$ cat src/dcd_pkg.sv
// shared constants and types for the dsp core datapath with interrupts
package dcd_pkg;
   // register word indices (byte address = index * 4)
   localparam logic [5:0] IDX_CMD    = 6'h00;
   localparam logic [5:0] IDX_X      = 6'h01;
   localparam logic [5:0] IDX_Y      = 6'h02;
   localparam logic [5:0] IDX_P      = 6'h03;
   localparam logic [5:0] IDX_ACC    = 6'h04;
   localparam logic [5:0] IDX_ACCF   = 6'h05;
   localparam logic [5:0] IDX_PC     = 6'h06;
   localparam logic [5:0] IDX_STATUS = 6'h07;
   localparam logic [5:0] IDX_CTRL   = 6'h08;
   localparam logic [5:0] IDX_IRQEN  = 6'h09;
   localparam logic [5:0] IDX_IRQPRI = 6'h0A;
   localparam logic [5:0] IDX_IRQPND = 6'h0B;
   localparam logic [5:0] IDX_STACK  = 6'h0C;
   localparam logic [5:0] IDX_SLOT0  = 6'h10;
   localparam logic [5:0] IDX_SLOTN  = 6'h17;
   // command word fields
   localparam int CMD_OP_LSB  = 0;
   localparam int CMD_IMM_LSB = 16;
   // control register fields
   localparam int CTRL_SHIFT  = 0;
   localparam int CTRL_UOEN   = 1;
   localparam int CTRL_POL    = 2;
   localparam int CTRL_BANK   = 8;
   localparam int CTRL_GIE    = 12;
   // status bits tied to pins
   localparam int SR_UO0 = 5;
   localparam int SR_UO1 = 6;
   localparam int SR_UI0 = 10;
   localparam int SR_UI1 = 11;
   // operation codes
   localparam logic [4:0] OP_NOP  = 5'h00;
   localparam logic [4:0] OP_LDX  = 5'h01;
   localparam logic [4:0] OP_LDY  = 5'h02;
   localparam logic [4:0] OP_SQR  = 5'h03;
   localparam logic [4:0] OP_MPY  = 5'h04;
   localparam logic [4:0] OP_MAC  = 5'h05;
   localparam logic [4:0] OP_ADDP = 5'h06;
   localparam logic [4:0] OP_ADDD = 5'h07;
   localparam logic [4:0] OP_SUBD = 5'h08;
   localparam logic [4:0] OP_LDA  = 5'h09;
   localparam logic [4:0] OP_LDIL = 5'h0A;
   localparam logic [4:0] OP_JMP  = 5'h0B;
   localparam logic [4:0] OP_CALL = 5'h0C;
   localparam logic [4:0] OP_RET  = 5'h0D;
   localparam logic [4:0] OP_PUSH = 5'h0E;
   localparam logic [4:0] OP_POP  = 5'h0F;
   localparam logic [4:0] OP_SET_GLOBAL_IRQ_ENABLE_INSTR = 5'h10;
   // vectors, stack, slots
   localparam logic [15:0] VEC_LEVEL0  = 16'h1FFF;
   localparam logic [2:0]  STACK_DEPTH = 3'h6;
   localparam logic [3:0]  SLOT_BASE   = 4'h3;
   localparam logic [3:0]  BANK_LAST   = 4'h4;
   localparam logic [2:0]  SLOT_COUNT  = 3'h7;
   localparam logic [1:0]  LVL_LOW     = 2'h2;
   localparam logic [23:0] P_RESET     = 24'h000000;
   localparam logic [15:0] PC_RESET    = 16'h0000;

   typedef enum logic [2:0] {
      ST_RUN   = 3'b001,
      ST_EXEC2 = 3'b010,
      ST_VEC   = 3'b100
   } dcd_state_t;
endpackage : dcd_pkg

$ cat src/dcd_core.sv
// dsp core datapath, stack, user pins, interrupt sequencer and ahb-lite registers
//
// Chosen here: the register addresses and the AHB-Lite slave port.
`timescale 1ns/100ps

// What this block does
// - most ops one cycle; jumps, calls, long two
// - signed 16x16 multiply or mac per cycle
// - keep bits 30 to 7 of 32-bit product
// - operands fractional two's complement values
// - 8000h times 8000h yields 800000h
// - product shifter: none or right three
// - one operand loads x and y; x readable
// - alu: accumulator plus product or bus<<8
// - six-level stack for addresses or data
// - call pushes pc+2; return pops into pc
// - user inputs zero, one in status bits
// - all three user inputs feed timer clocks
// - user outputs drive inverted status five, six
// - external interrupts select rising or falling edge
// - five internal plus three external sources
// - three fixed levels, zero is highest
// - per-source enable and level assignment
// - entry at boundary, two cycles, pushes pc
// - vectors at top three program words
// - enable instruction sets; entry clears global enable
// - seven banked slots, general count by bank
// - accumulator write upper sixteen, read upper sixteen
// - product register read-only, latest product
module dcd_core
   import dcd_pkg::*;
(
   input  wire logic        i_clk,
   input  wire logic        i_nrst,
   input  wire logic        i_hsel,
   input  wire logic [31:0] i_haddr,
   input  wire logic [1:0]  i_htrans,
   input  wire logic        i_hwrite,
   input  wire logic [2:0]  i_hsize,
   input  wire logic [31:0] i_hwdata,
   input  wire logic        i_hready,
   output logic      [31:0] o_hrdata,
   output logic             o_hreadyout,
   output logic             o_hresp,
   input  wire logic [2:0]  i_user_in,
   output logic      [2:0]  o_timer_clk_src,
   input  wire logic [1:0]  i_timer_out,
   output logic      [1:0]  o_pin_out,
   input  wire logic [2:0]  i_ext_irq,
   input  wire logic [4:0]  i_periph_irq,
   output logic      [15:0] o_vec_addr,
   output logic             o_vec_rd,
   input  wire logic [15:0] i_vec_data,
   output logic      [2:0]  o_ext_addr,
   output logic             o_ext_wr,
   output logic             o_ext_rd,
   output logic      [15:0] o_ext_wdata,
   input  wire logic [15:0] i_ext_rdata,
   output logic             o_busy
);

   typedef struct packed {
      dcd_state_t       state;
      logic [15:0]      x;
      logic [15:0]      y;
      logic [23:0]      p;
      logic [23:0]      acc;
      logic [15:0]      pc;
      logic [5:0][15:0] stk;
      logic [2:0]       sp;
      logic [15:0]      sr;
      logic             shift3;
      logic             uo_en;
      logic [2:0]       pol;
      logic [3:0]       bank;
      logic             gie;
      logic [7:0]       irq_en;
      logic [15:0]      irq_pri;
      logic [7:0]       pend;
      logic [4:0]       op;
      logic [15:0]      opnd;
      logic [2:0]       ui_s1;
      logic [2:0]       ui_s2;
      logic [2:0]       ei_s1;
      logic [2:0]       ei_s2;
      logic [2:0]       ei_d;
      logic [6:0][15:0] slot;
      logic             a_vld;
      logic             a_wr;
      logic [5:0]       a_idx;
      logic             rd_wait;
      logic [31:0]      hrdata;
      logic [1:0]       pin;
      logic [15:0]      vec_addr;
      logic             vec_rd;
      logic [2:0]       ext_addr;
      logic             ext_wr;
      logic             ext_rd;
      logic [15:0]      ext_wdata;
   } dcd_regs_t;

   dcd_regs_t          r;
   dcd_regs_t          next_r;
   logic signed [31:0] full_prod;
   logic [23:0]        prod;
   logic [23:0]        shp;
   logic               wr_act;
   logic               wr_cmd;
   logic [4:0]         cmd_op;
   logic [15:0]        imm;
   logic [7:0]         act;
   logic [7:0]         ev;
   logic [1:0]         best;
   logic [7:0]         take_src;
   logic               take;
   logic [31:0]        rd_val;
   logic [2:0]         rd_slot;
   logic [2:0]         wr_slot;
   logic [2:0]         ad_slot;
   logic [1:0]         src_lvl [8];

   function automatic logic slot_general(input logic [2:0] s, input logic [3:0] b);
      return (b <= BANK_LAST) && ({1'b0, s} < 4'(b + SLOT_BASE));
   endfunction : slot_general

   function automatic logic is_slot(input logic [5:0] idx);
      return (idx >= IDX_SLOT0) && (idx < IDX_SLOTN);
   endfunction : is_slot

   ////////////////////////////////////////////////////////////////////////////
   // multiplier and shifter
   // fractional alignment drops the duplicated sign bit, so -1 x -1 wraps to -1
   assign full_prod = $signed(r.x) * $signed(r.y);
   assign prod      = full_prod[30:7];
   assign shp       = r.shift3 ? {{3{r.p[23]}}, r.p[23:3]} : r.p;

   assign wr_act  = r.a_vld && r.a_wr;
   assign wr_cmd  = wr_act && (r.a_idx == IDX_CMD) && (r.state == ST_RUN);
   assign cmd_op  = i_hwdata[CMD_OP_LSB +: 5];
   assign imm     = i_hwdata[CMD_IMM_LSB +: 16];
   assign rd_slot = 3'(r.a_idx - IDX_SLOT0);
   assign wr_slot = rd_slot;
   assign ad_slot = 3'(i_haddr[7:2] - IDX_SLOT0);

   ////////////////////////////////////////////////////////////////////////////
   // interrupt arbitration
   always_comb begin
      for (int i = 0; i < 3; i++) begin
         ev[i] = r.pol[i] ? (r.ei_s2[i] && !r.ei_d[i])
                          : (!r.ei_s2[i] && r.ei_d[i]);
      end
      ev[7:3] = i_periph_irq;
      act     = r.pend & r.irq_en;
      best    = 2'h3;
      for (int i = 0; i < 8; i++) begin
         src_lvl[i] = (r.irq_pri[2*i +: 2] == 2'h3) ? LVL_LOW : r.irq_pri[2*i +: 2];
         if (act[i] && (src_lvl[i] < best)) begin
            best = src_lvl[i];
         end
      end
      take_src = 8'h00;
      for (int i = 7; i >= 0; i--) begin
         if (act[i] && (src_lvl[i] == best)) begin
            take_src = 8'(1 << i);
         end
      end
   end

   // boundary only: a command starting this cycle goes first
   assign take = (r.state == ST_RUN) && !wr_cmd && r.gie && (|act);

   ////////////////////////////////////////////////////////////////////////////
   // register read mux
   always_comb begin
      unique case (r.a_idx)
         IDX_CMD:    rd_val = {31'h0, r.state != ST_RUN};
         IDX_X:      rd_val = {16'h0, r.x};
         IDX_Y:      rd_val = {16'h0, r.y};
         IDX_P:      rd_val = {8'h0, r.p};
         IDX_ACC:    rd_val = {16'h0, r.acc[23:8]};
         IDX_ACCF:   rd_val = {8'h0, r.acc};
         IDX_PC:     rd_val = {16'h0, r.pc};
         IDX_STATUS: rd_val = {16'h0, r.sr[15:12], r.ui_s2[1:0], r.sr[9:0]};
         IDX_CTRL:   rd_val = {19'h0, r.gie, r.bank, 3'h0, r.pol, r.uo_en, r.shift3};
         IDX_IRQEN:  rd_val = {24'h0, r.irq_en};
         IDX_IRQPRI: rd_val = {16'h0, r.irq_pri};
         IDX_IRQPND: rd_val = {24'h0, r.pend};
         IDX_STACK:  rd_val = {13'h0, r.sp,
                               (r.sp == 3'h0) ? 16'h0 : r.stk[3'(r.sp - 3'h1)]};
         default: begin
            if (is_slot(r.a_idx)) begin
               rd_val = {16'h0, slot_general(rd_slot, r.bank) ? r.slot[rd_slot]
                                                             : i_ext_rdata};
            end else begin
               rd_val = 32'h0;
            end
         end
      endcase
   end

   ////////////////////////////////////////////////////////////////////////////
   // next state
   always_comb begin
      next_r        = r;
      next_r.ui_s1  = i_user_in;
      next_r.ui_s2  = r.ui_s1;
      next_r.ei_s1  = i_ext_irq;
      next_r.ei_s2  = r.ei_s1;
      next_r.ei_d   = r.ei_s2;
      next_r.pin    = r.uo_en ? ~{r.sr[SR_UO1], r.sr[SR_UO0]} : i_timer_out;
      next_r.ext_wr = 1'b0;
      next_r.ext_rd = 1'b0;
      next_r.vec_rd = 1'b0;
      next_r.pend   = r.pend;

      // reads take one wait cycle so a write just before is seen
      if (r.rd_wait) begin
         next_r.rd_wait = 1'b0;
         next_r.hrdata  = rd_val;
      end
      if (i_hsel && i_htrans[1] && i_hready) begin
         next_r.a_vld   = 1'b1;
         next_r.a_wr    = i_hwrite;
         next_r.a_idx   = i_haddr[7:2];
         next_r.rd_wait = !i_hwrite;
         if (!i_hwrite && is_slot(i_haddr[7:2]) && !slot_general(ad_slot, r.bank)) begin
            next_r.ext_rd   = 1'b1;
            next_r.ext_addr = ad_slot;
         end
      end else if (i_hready) begin
         next_r.a_vld = 1'b0;
      end

      if (wr_act) begin
         unique case (r.a_idx)
            IDX_X:      next_r.x = i_hwdata[15:0];
            IDX_Y:      next_r.y = i_hwdata[15:0];
            IDX_ACC:    next_r.acc = {i_hwdata[15:0], 8'h00};
            IDX_STATUS: next_r.sr = i_hwdata[15:0];
            IDX_CTRL: begin
               next_r.shift3 = i_hwdata[CTRL_SHIFT];
               next_r.uo_en  = i_hwdata[CTRL_UOEN];
               next_r.pol    = i_hwdata[CTRL_POL +: 3];
               next_r.bank   = i_hwdata[CTRL_BANK +: 4];
            end
            IDX_IRQEN:  next_r.irq_en = i_hwdata[7:0];
            IDX_IRQPRI: next_r.irq_pri = i_hwdata[15:0];
            IDX_IRQPND: next_r.pend = r.pend & ~i_hwdata[7:0];
            default: begin
               if (is_slot(r.a_idx)) begin
                  if (slot_general(wr_slot, r.bank)) begin
                     next_r.slot[wr_slot] = i_hwdata[15:0];
                  end else begin
                     next_r.ext_wr    = 1'b1;
                     next_r.ext_addr  = wr_slot;
                     next_r.ext_wdata = i_hwdata[15:0];
                  end
               end
            end
         endcase
      end

      if (wr_cmd) begin
         next_r.pc = 16'(r.pc + 16'h1);
         unique case (cmd_op)
            OP_LDX: next_r.x = imm;
            OP_LDY: next_r.y = imm;
            OP_SQR: begin
               next_r.x = imm;
               next_r.y = imm;
            end
            OP_MPY: next_r.p = prod;
            OP_MAC: begin
               next_r.acc = 24'(r.acc + shp);
               next_r.p   = prod;
            end
            OP_ADDP: next_r.acc = 24'(r.acc + shp);
            OP_ADDD: next_r.acc = 24'(r.acc + {imm, 8'h00});
            OP_SUBD: next_r.acc = 24'(r.acc - {imm, 8'h00});
            OP_LDA:  next_r.acc = {imm, 8'h00};
            OP_PUSH, OP_CALL: begin
               if (r.sp < STACK_DEPTH) begin
                  next_r.stk[r.sp] = (cmd_op == OP_CALL) ? 16'(r.pc + 16'h2) : imm;
                  next_r.sp        = 3'(r.sp + 3'h1);
               end
            end
            OP_POP, OP_RET: begin
               if (r.sp != 3'h0) begin
                  next_r.sp = 3'(r.sp - 3'h1);
                  if (cmd_op == OP_POP) begin
                     next_r.x = r.stk[3'(r.sp - 3'h1)];
                  end
               end
            end
            OP_SET_GLOBAL_IRQ_ENABLE_INSTR: next_r.gie = 1'b1;
            default: ;
         endcase
         next_r.op   = cmd_op;
         next_r.opnd = (cmd_op == OP_RET && r.sp != 3'h0) ? r.stk[3'(r.sp - 3'h1)] : imm;
         if (cmd_op == OP_LDIL || cmd_op == OP_JMP || cmd_op == OP_CALL || cmd_op == OP_RET) begin
            next_r.pc    = r.pc;
            next_r.state = ST_EXEC2;
         end
      end

      unique case (r.state)
         ST_RUN: begin
            if (take) begin
               if (r.sp < STACK_DEPTH) begin
                  next_r.stk[r.sp] = r.pc;
                  next_r.sp        = 3'(r.sp + 3'h1);
               end
               next_r.gie      = 1'b0;
               next_r.pend     = next_r.pend & ~take_src;
               next_r.vec_addr = 16'(VEC_LEVEL0 - {14'h0, best});
               next_r.vec_rd   = 1'b1;
               next_r.state    = ST_VEC;
            end
         end
         ST_EXEC2: begin
            unique case (r.op)
               OP_LDIL: begin
                  next_r.acc = {r.opnd, 8'h00};
                  next_r.pc  = 16'(r.pc + 16'h2);
               end
               default: next_r.pc = r.opnd;
            endcase
            next_r.state = ST_RUN;
         end
         ST_VEC: begin
            next_r.pc    = i_vec_data;
            next_r.state = ST_RUN;
         end
         default: next_r.state = ST_RUN;
      endcase

      // a new event wins over any clear in the same cycle
      next_r.pend = next_r.pend | ev;
   end

   always_ff @(posedge i_clk or negedge i_nrst) begin
      if (!i_nrst) begin
         r       <= '0;
         r.state <= ST_RUN;
         r.p     <= P_RESET;
         r.pc    <= PC_RESET;
      end else begin
         r <= next_r;
      end
   end

   ////////////////////////////////////////////////////////////////////////////
   // outputs
   assign o_hrdata        = r.hrdata;
   assign o_hreadyout     = !r.rd_wait;
   assign o_hresp         = 1'b0;
   assign o_timer_clk_src = r.ui_s2;
   assign o_pin_out       = r.pin;
   assign o_vec_addr      = r.vec_addr;
   assign o_vec_rd        = r.vec_rd;
   assign o_ext_addr      = r.ext_addr;
   assign o_ext_wr        = r.ext_wr;
   assign o_ext_rd        = r.ext_rd;
   assign o_ext_wdata     = r.ext_wdata;
   assign o_busy          = r.state != ST_RUN;
endmodule : dcd_core

$ cat config.mk
export PLATFORM = sky130hd
export DESIGN_NAME = dcd_core
export DESIGN_NICKNAME = d
export VERILOG_FILES = /design/src/dcd_pkg.sv /design/src/dcd_core.sv
export SDC_FILE = /design/constraint.sdc
export NUM_CORES = 2
export LEC_CHECK = 0
export ABC_AREA = 1
export BUFFER_PORTS_ARGS = -buffer_cell sky130_fd_sc_hd__buf_4
export CELL_PAD_IN_SITES_DETAIL_PLACEMENT = 1
export CELL_PAD_IN_SITES_GLOBAL_PLACEMENT = 1
export CORE_ASPECT_RATIO = 1.5
export CORE_UTILIZATION = 45
export CTS_CLUSTER_SIZE = 40
export DETAILED_ROUTE_END_ITERATION = 10
export PLACE_DENSITY = 0.89
export SYNTH_ARGS = -nofsm -noshare
export SYNTH_HDL_FRONTEND = slang
export SYNTH_SLANG_ARGS = --single-unit
$ cat constraint.sdc
create_clock -name i_clk -period 7.45 [get_ports i_clk]
set_input_delay 0.745 -clock i_clk [delete_from_list [all_inputs] [get_ports i_clk]]
set_output_delay 0.745 -clock i_clk [all_outputs]
set_load 0.01 [all_outputs]
* Word level (Yosys, flattened, before mapping)
Index checks and enable logic that the tools add are counted.
** Word-level totals
- Register bits after elaboration :: 483
- Bits of input ports :: 119
- Output and inout port bits :: 78
- Word-level logic and storage cells :: 311
** Operators by class
- Add/subtract/negate cells :: 11
- Multipliers :: 1
- Order comparisons :: 21
- Equal/unequal tests :: 52
- Mux-type cells :: 94
- Bitwise logic cells :: 9
- Reduce and logical (&&, ||, !) cells :: 75
** Operators by type and width (number)
- two-way mux 99 bit :: 4
- case mux 24 bit (13 select lines) :: 1
- two-way mux 16 bit :: 16
- two-way mux 198 bit :: 1
- bitwise mux 96 bit :: 2
- two-way mux 24 bit :: 5
- bitwise mux 112 bit :: 1
- binary-select mux 16 bit (select 3 bit) :: 2
- demux 16 bit (select 3 bit) :: 2
- two-way mux 8 bit :: 12
- two-way mux 96 bit :: 1
- case mux 24 bit (4 select lines) :: 1
- case mux 16 bit (2 select lines) :: 2
- adder 24 bit :: 2
- == test 5 x 4 -> 1 bit (second input constant) :: 9
- logical AND 1 bit :: 39
- two-way mux 2 bit :: 17
- two-way mux 32 bit :: 1
- multiplier 16 x 16 -> 31 bit :: 1
- == test 6 x 4 -> 1 bit (second input constant) :: 5
- bitwise AND 8 bit :: 3
- == test 6 x 3 -> 1 bit (second input constant) :: 4
- subtractor 24 bit :: 1
- two-way mux 23 bit :: 1
- 47 further kinds :: 130

* Depth between registers and ports, before layout
- Depth after elaboration :: 41
- Mapped depth :: 32
- Depth with buffers taken out :: 31

* Least setup slack after synthesis
OpenSTA, ideal clock, no wires.
- Path kind :: register -> register
- From :: register r[451] (netlist name)
- To :: register r[442] (netlist name)
- Setup time :: 0.132 ns
- Arrival :: 5.898 ns
- Required time :: 7.318 ns
- Path slack :: 1.420 ns
- Cell stages (with the launch flop) :: 29
- Path buffers :: 2
- Cells stage by stage :: dfrtp_1 -> clkbuf_1 -> clkbuf_1 -> nand2_1 -> fa_1 -> inv_1 -> fa_1 -> inv_1 -> fa_1 -> fa_1 -> inv_1 -> fa_1 -> inv_1 -> fa_1 -> inv_1 -> ha_1 -> nand2_1 -> inv_1 -> a221oi_1 -> o211ai_1 -> a21oi_1 -> inv_2 -> nand3_1 -> nand2_1 -> nand2_1 -> o211ai_1 -> or2_2 -> nand3_1 -> o21ai_0
** Between the ends
- Cells in the longest elaborated chain, start to end :: 1
** RTL lines
- from (decl) :: line dcd_core.sv:102 : dcd_regs_t r;
- from (signal assigned) :: line dcd_core.sv:348 : r <= next_r;
- multiplier 16 x 16 -> 31 bit :: line dcd_core.sv:133 : assign full_prod = $signed(r.x) * $signed(r.y);
No other way between the ends.
A chain may end at the register's enable or synchronous reset.

* Final worst setup path
- From :: register r[454] (netlist name)
- To :: register r[446] (netlist name)
The elaborated chain is that of the path after synthesis.

==> metrics <==
gr usage total=38.72%; Avg WL per Cell=27.19 µm; vias per inst=6.138; setup bufs post-CTS=0; worst-skew pair later-pin latency=650 ps; Critical Path RT=8000 ps; Register-to-Register Path Depth=28; CTS max path bufs=3; dominant synthesized flop cell=dfrtp_1; Post-CTS Resized=0; crit-path max FO=15; Seq/Total Area, Yosys=31.67%; H-tree levels=2; fraction of layout cells with a size suffix above 1=7.794%; final hold vios=0; critical path arrival=7420 ps; fmax=0.1455 GHz; initial antenna violation count=9; Period Utilization, post-route=92.25%; Boundary Pins=197; Sum Neg Setup Slack=0 ps; slew margin rel.=6.501%; Least-Margin Pin Slew=1392 ps; post-detail-place hpwl=112,300 µm; Synth area leaders=dfrtp_1 32%, fa_1 14%, nand2_1 11%; Core Area=80,090 µm²; max-slew violation count=0; final net count=5,245; vias post-DR=35,640; FP Rows=127; Final Setup Violations=0; Root Buffer=clkbuf_16; biggest area consumer among synthesized cells=dfrtp_1; Worst Skew=26.80 ps; Synth Instances=4,789; Starting DRT DRC Count=3,237; total die area=82,290 µm²; fraction of registers with async set/reset=100.0%; Initial Utilization=45.58%; number of global-route vias before repair=37,880; RSZ-0062 raised after global routing=false; Area growth, synth to finish=8.339%; Cell variety after synth=62; synthesized flop and latch total=462; Worst-path clk slew=80 ps; Die W=234.6 µm; CP max-delay cell=dfrtp_1; placer congestion estimate=1.003; CTS tree=yes; Sink Count=462; GRT overflow=0; Detail Route Antenna Nets=0; Routed WL=157,900 µm; R2R Path End=r[446]$_DFFE_PN0P_; min Tclk post-route=6872 ps; cts hold-fix bufs=0; Startpoint Class=register; Max Cap Violations=0; critical path class=register to register; DR pass1 iterations=5; CTS Buf Count=47; FF-to-FF setup slack=580 ps; CP max stage delay=1040 ps; Mapped Area=36,510 µm²; status=finished clean; first-pass GRT wire length=233,600 µm; die height=350.8 µm; worst hold path type=input port to asynchronous set/reset pin; Avg Inst Size Synth=7.623 µm²; DRC violations left=0; yosys warns=0; FF-to-FF Start=r[454]$_DFF_PN0_; largest net degree at the start of global routing=182; CP Capture Type=register; share of the synthesized area in the top cell type=31.60%; Post-synth EDFFs=0; PortBufs=154
-- synthesized netlist by cell type (43+ instances only) --
cell      count
nand3_1      84
dfrtp_1     461
clkbuf_1    219
o22ai_1     127
o211ai_1     78
xor2_1       43
nand2_1    1105
a21oi_1     219
fa_1        257
ha_1        128
buf_4        74
inv_1       720
nor2_1      277
o21ai_0     615
-- routing by layer --
metal	track usage, %	wire, µm	vias up
met2	61.11	72620	1854
li1	-	-	15220
met4	37.35	18240	12
met3	12.44	15400	807
met1	40.09	51600	17750
met5	0	69	-
-- state kept, by name (all words and copies together) (netlist names) --
name	cells
o_vec_addr	3
o_vec_rd	1
o_timer_clk_src	3
o_hrdata	24
o_pin_out	2
o_ext_addr	3
r	399
next_r	9
o_ext_wdata	16
o_ext_rd	1
o_ext_wr	1
-- worst max-delay path, delay by kind of cell (launching register included) --
kind / cells / cell delay [ps]
adders and majority gates: 7 / 3440
AOI/OAI and AO/OA: 8 / 1310
DFF: 1 / 1040
and+or+nand+nor: 6 / 630
buffers and inverters: 7 / 360
-- final cells by class --
class	instances	area [µm²]
repair buffers	216	1654
flip-flops and latches	462	11560
fillers	9967	40540
clock buffers	69	1381
well taps	1032	1291
multi-input cells	3260	20650
diodes	2	5.005
inverters	754	2830
clock inverters	12	178.9
-- through the flow --
stage / setup WS [ps] / area [µm²] / cells / hold slack, ps / util, %
6_report: 577.7 / 39550 / 5807 / 1.123 / 49.39
5_1_grt: 243.0 / 39550 / 5805 / 33.24 / 49.38
4_1_cts: 760.8 / 39550 / 5805 / 20.30 / 49.38
3_5_place_dp: 737.6 / 37990 / 5724 / 336.4 / 47.43
3_3_place_gp: 926.2 / 37990 / 5724 / 332.9 / 47.43
2_1_floorplan: 1420 / 36550 / 4800 / 331.2 / -
-- kinds of logic (layout without fill, tap and decap cells) --
family / after synthesis / after routing / share of synthesized area, %
adders and majority gates: 385 / 385 / 18.48
DFF: 462 / 462 / 31.67
xor gates and xnor gates: 63 / 63 / 1.511
muxes: 1 / 1 / 0.02742
and+or+nand+nor: 1583 / 1583 / 17.47
other: 1 / 14 / 0.01027
buffers and inverters: 1078 / 1051 / 11.91
AOI/OAI and AO/OA: 1216 / 1216 / 18.92
-- worst max-delay path by stage --
stage / depth (start not counted) / slack, ps / startpoint / end
2_1_floorplan: 28 / 1420 / r[451]$_DFF_PN0_ / r[442]$_DFFE_PN0P_
3_3_place_gp: 27 / 930 / r[454]$_DFF_PN0_ / r[446]$_DFFE_PN0P_
3_5_place_dp: 27 / 740 / r[454]$_DFF_PN0_ / r[446]$_DFFE_PN0P_
4_1_cts: 27 / 760 / r[454]$_DFF_PN0_ / r[446]$_DFFE_PN0P_
5_1_grt: 28 / 240 / r[454]$_DFF_PN0_ / r[446]$_DFFE_PN0P_
6_report: 28 / 580 / r[454]$_DFF_PN0_ / r[446]$_DFFE_PN0P_
-- layout by cell type, fill, tap and decap left out, drive strengths merged, types with 3 or more instances in the layout --
cell type,instances
clkinv,19
nand4,15
a21oi,219
a211oi,12
xnor2,20
buf,216
bufinv,4
xor2,43
fa,257
dfrtp,461
o21a,11
a31oi,16
nor3,38
or2,26
o21ai,641
nand3,88
nand2,1121
a22o,6
inv,743
clkbuf,69
o311ai,11
nor2,287
o221ai,9
a22oi,10
conb,12
o2111ai,10
o21bai,6
o31ai,21
o211ai,78
nor4,5
o22ai,127
a221oi,26
ha,128
o32ai,3
Power is left out: the tool's default activity adds up to more than one toggle a clock period on the data nets, which glitch-free logic cannot reach.
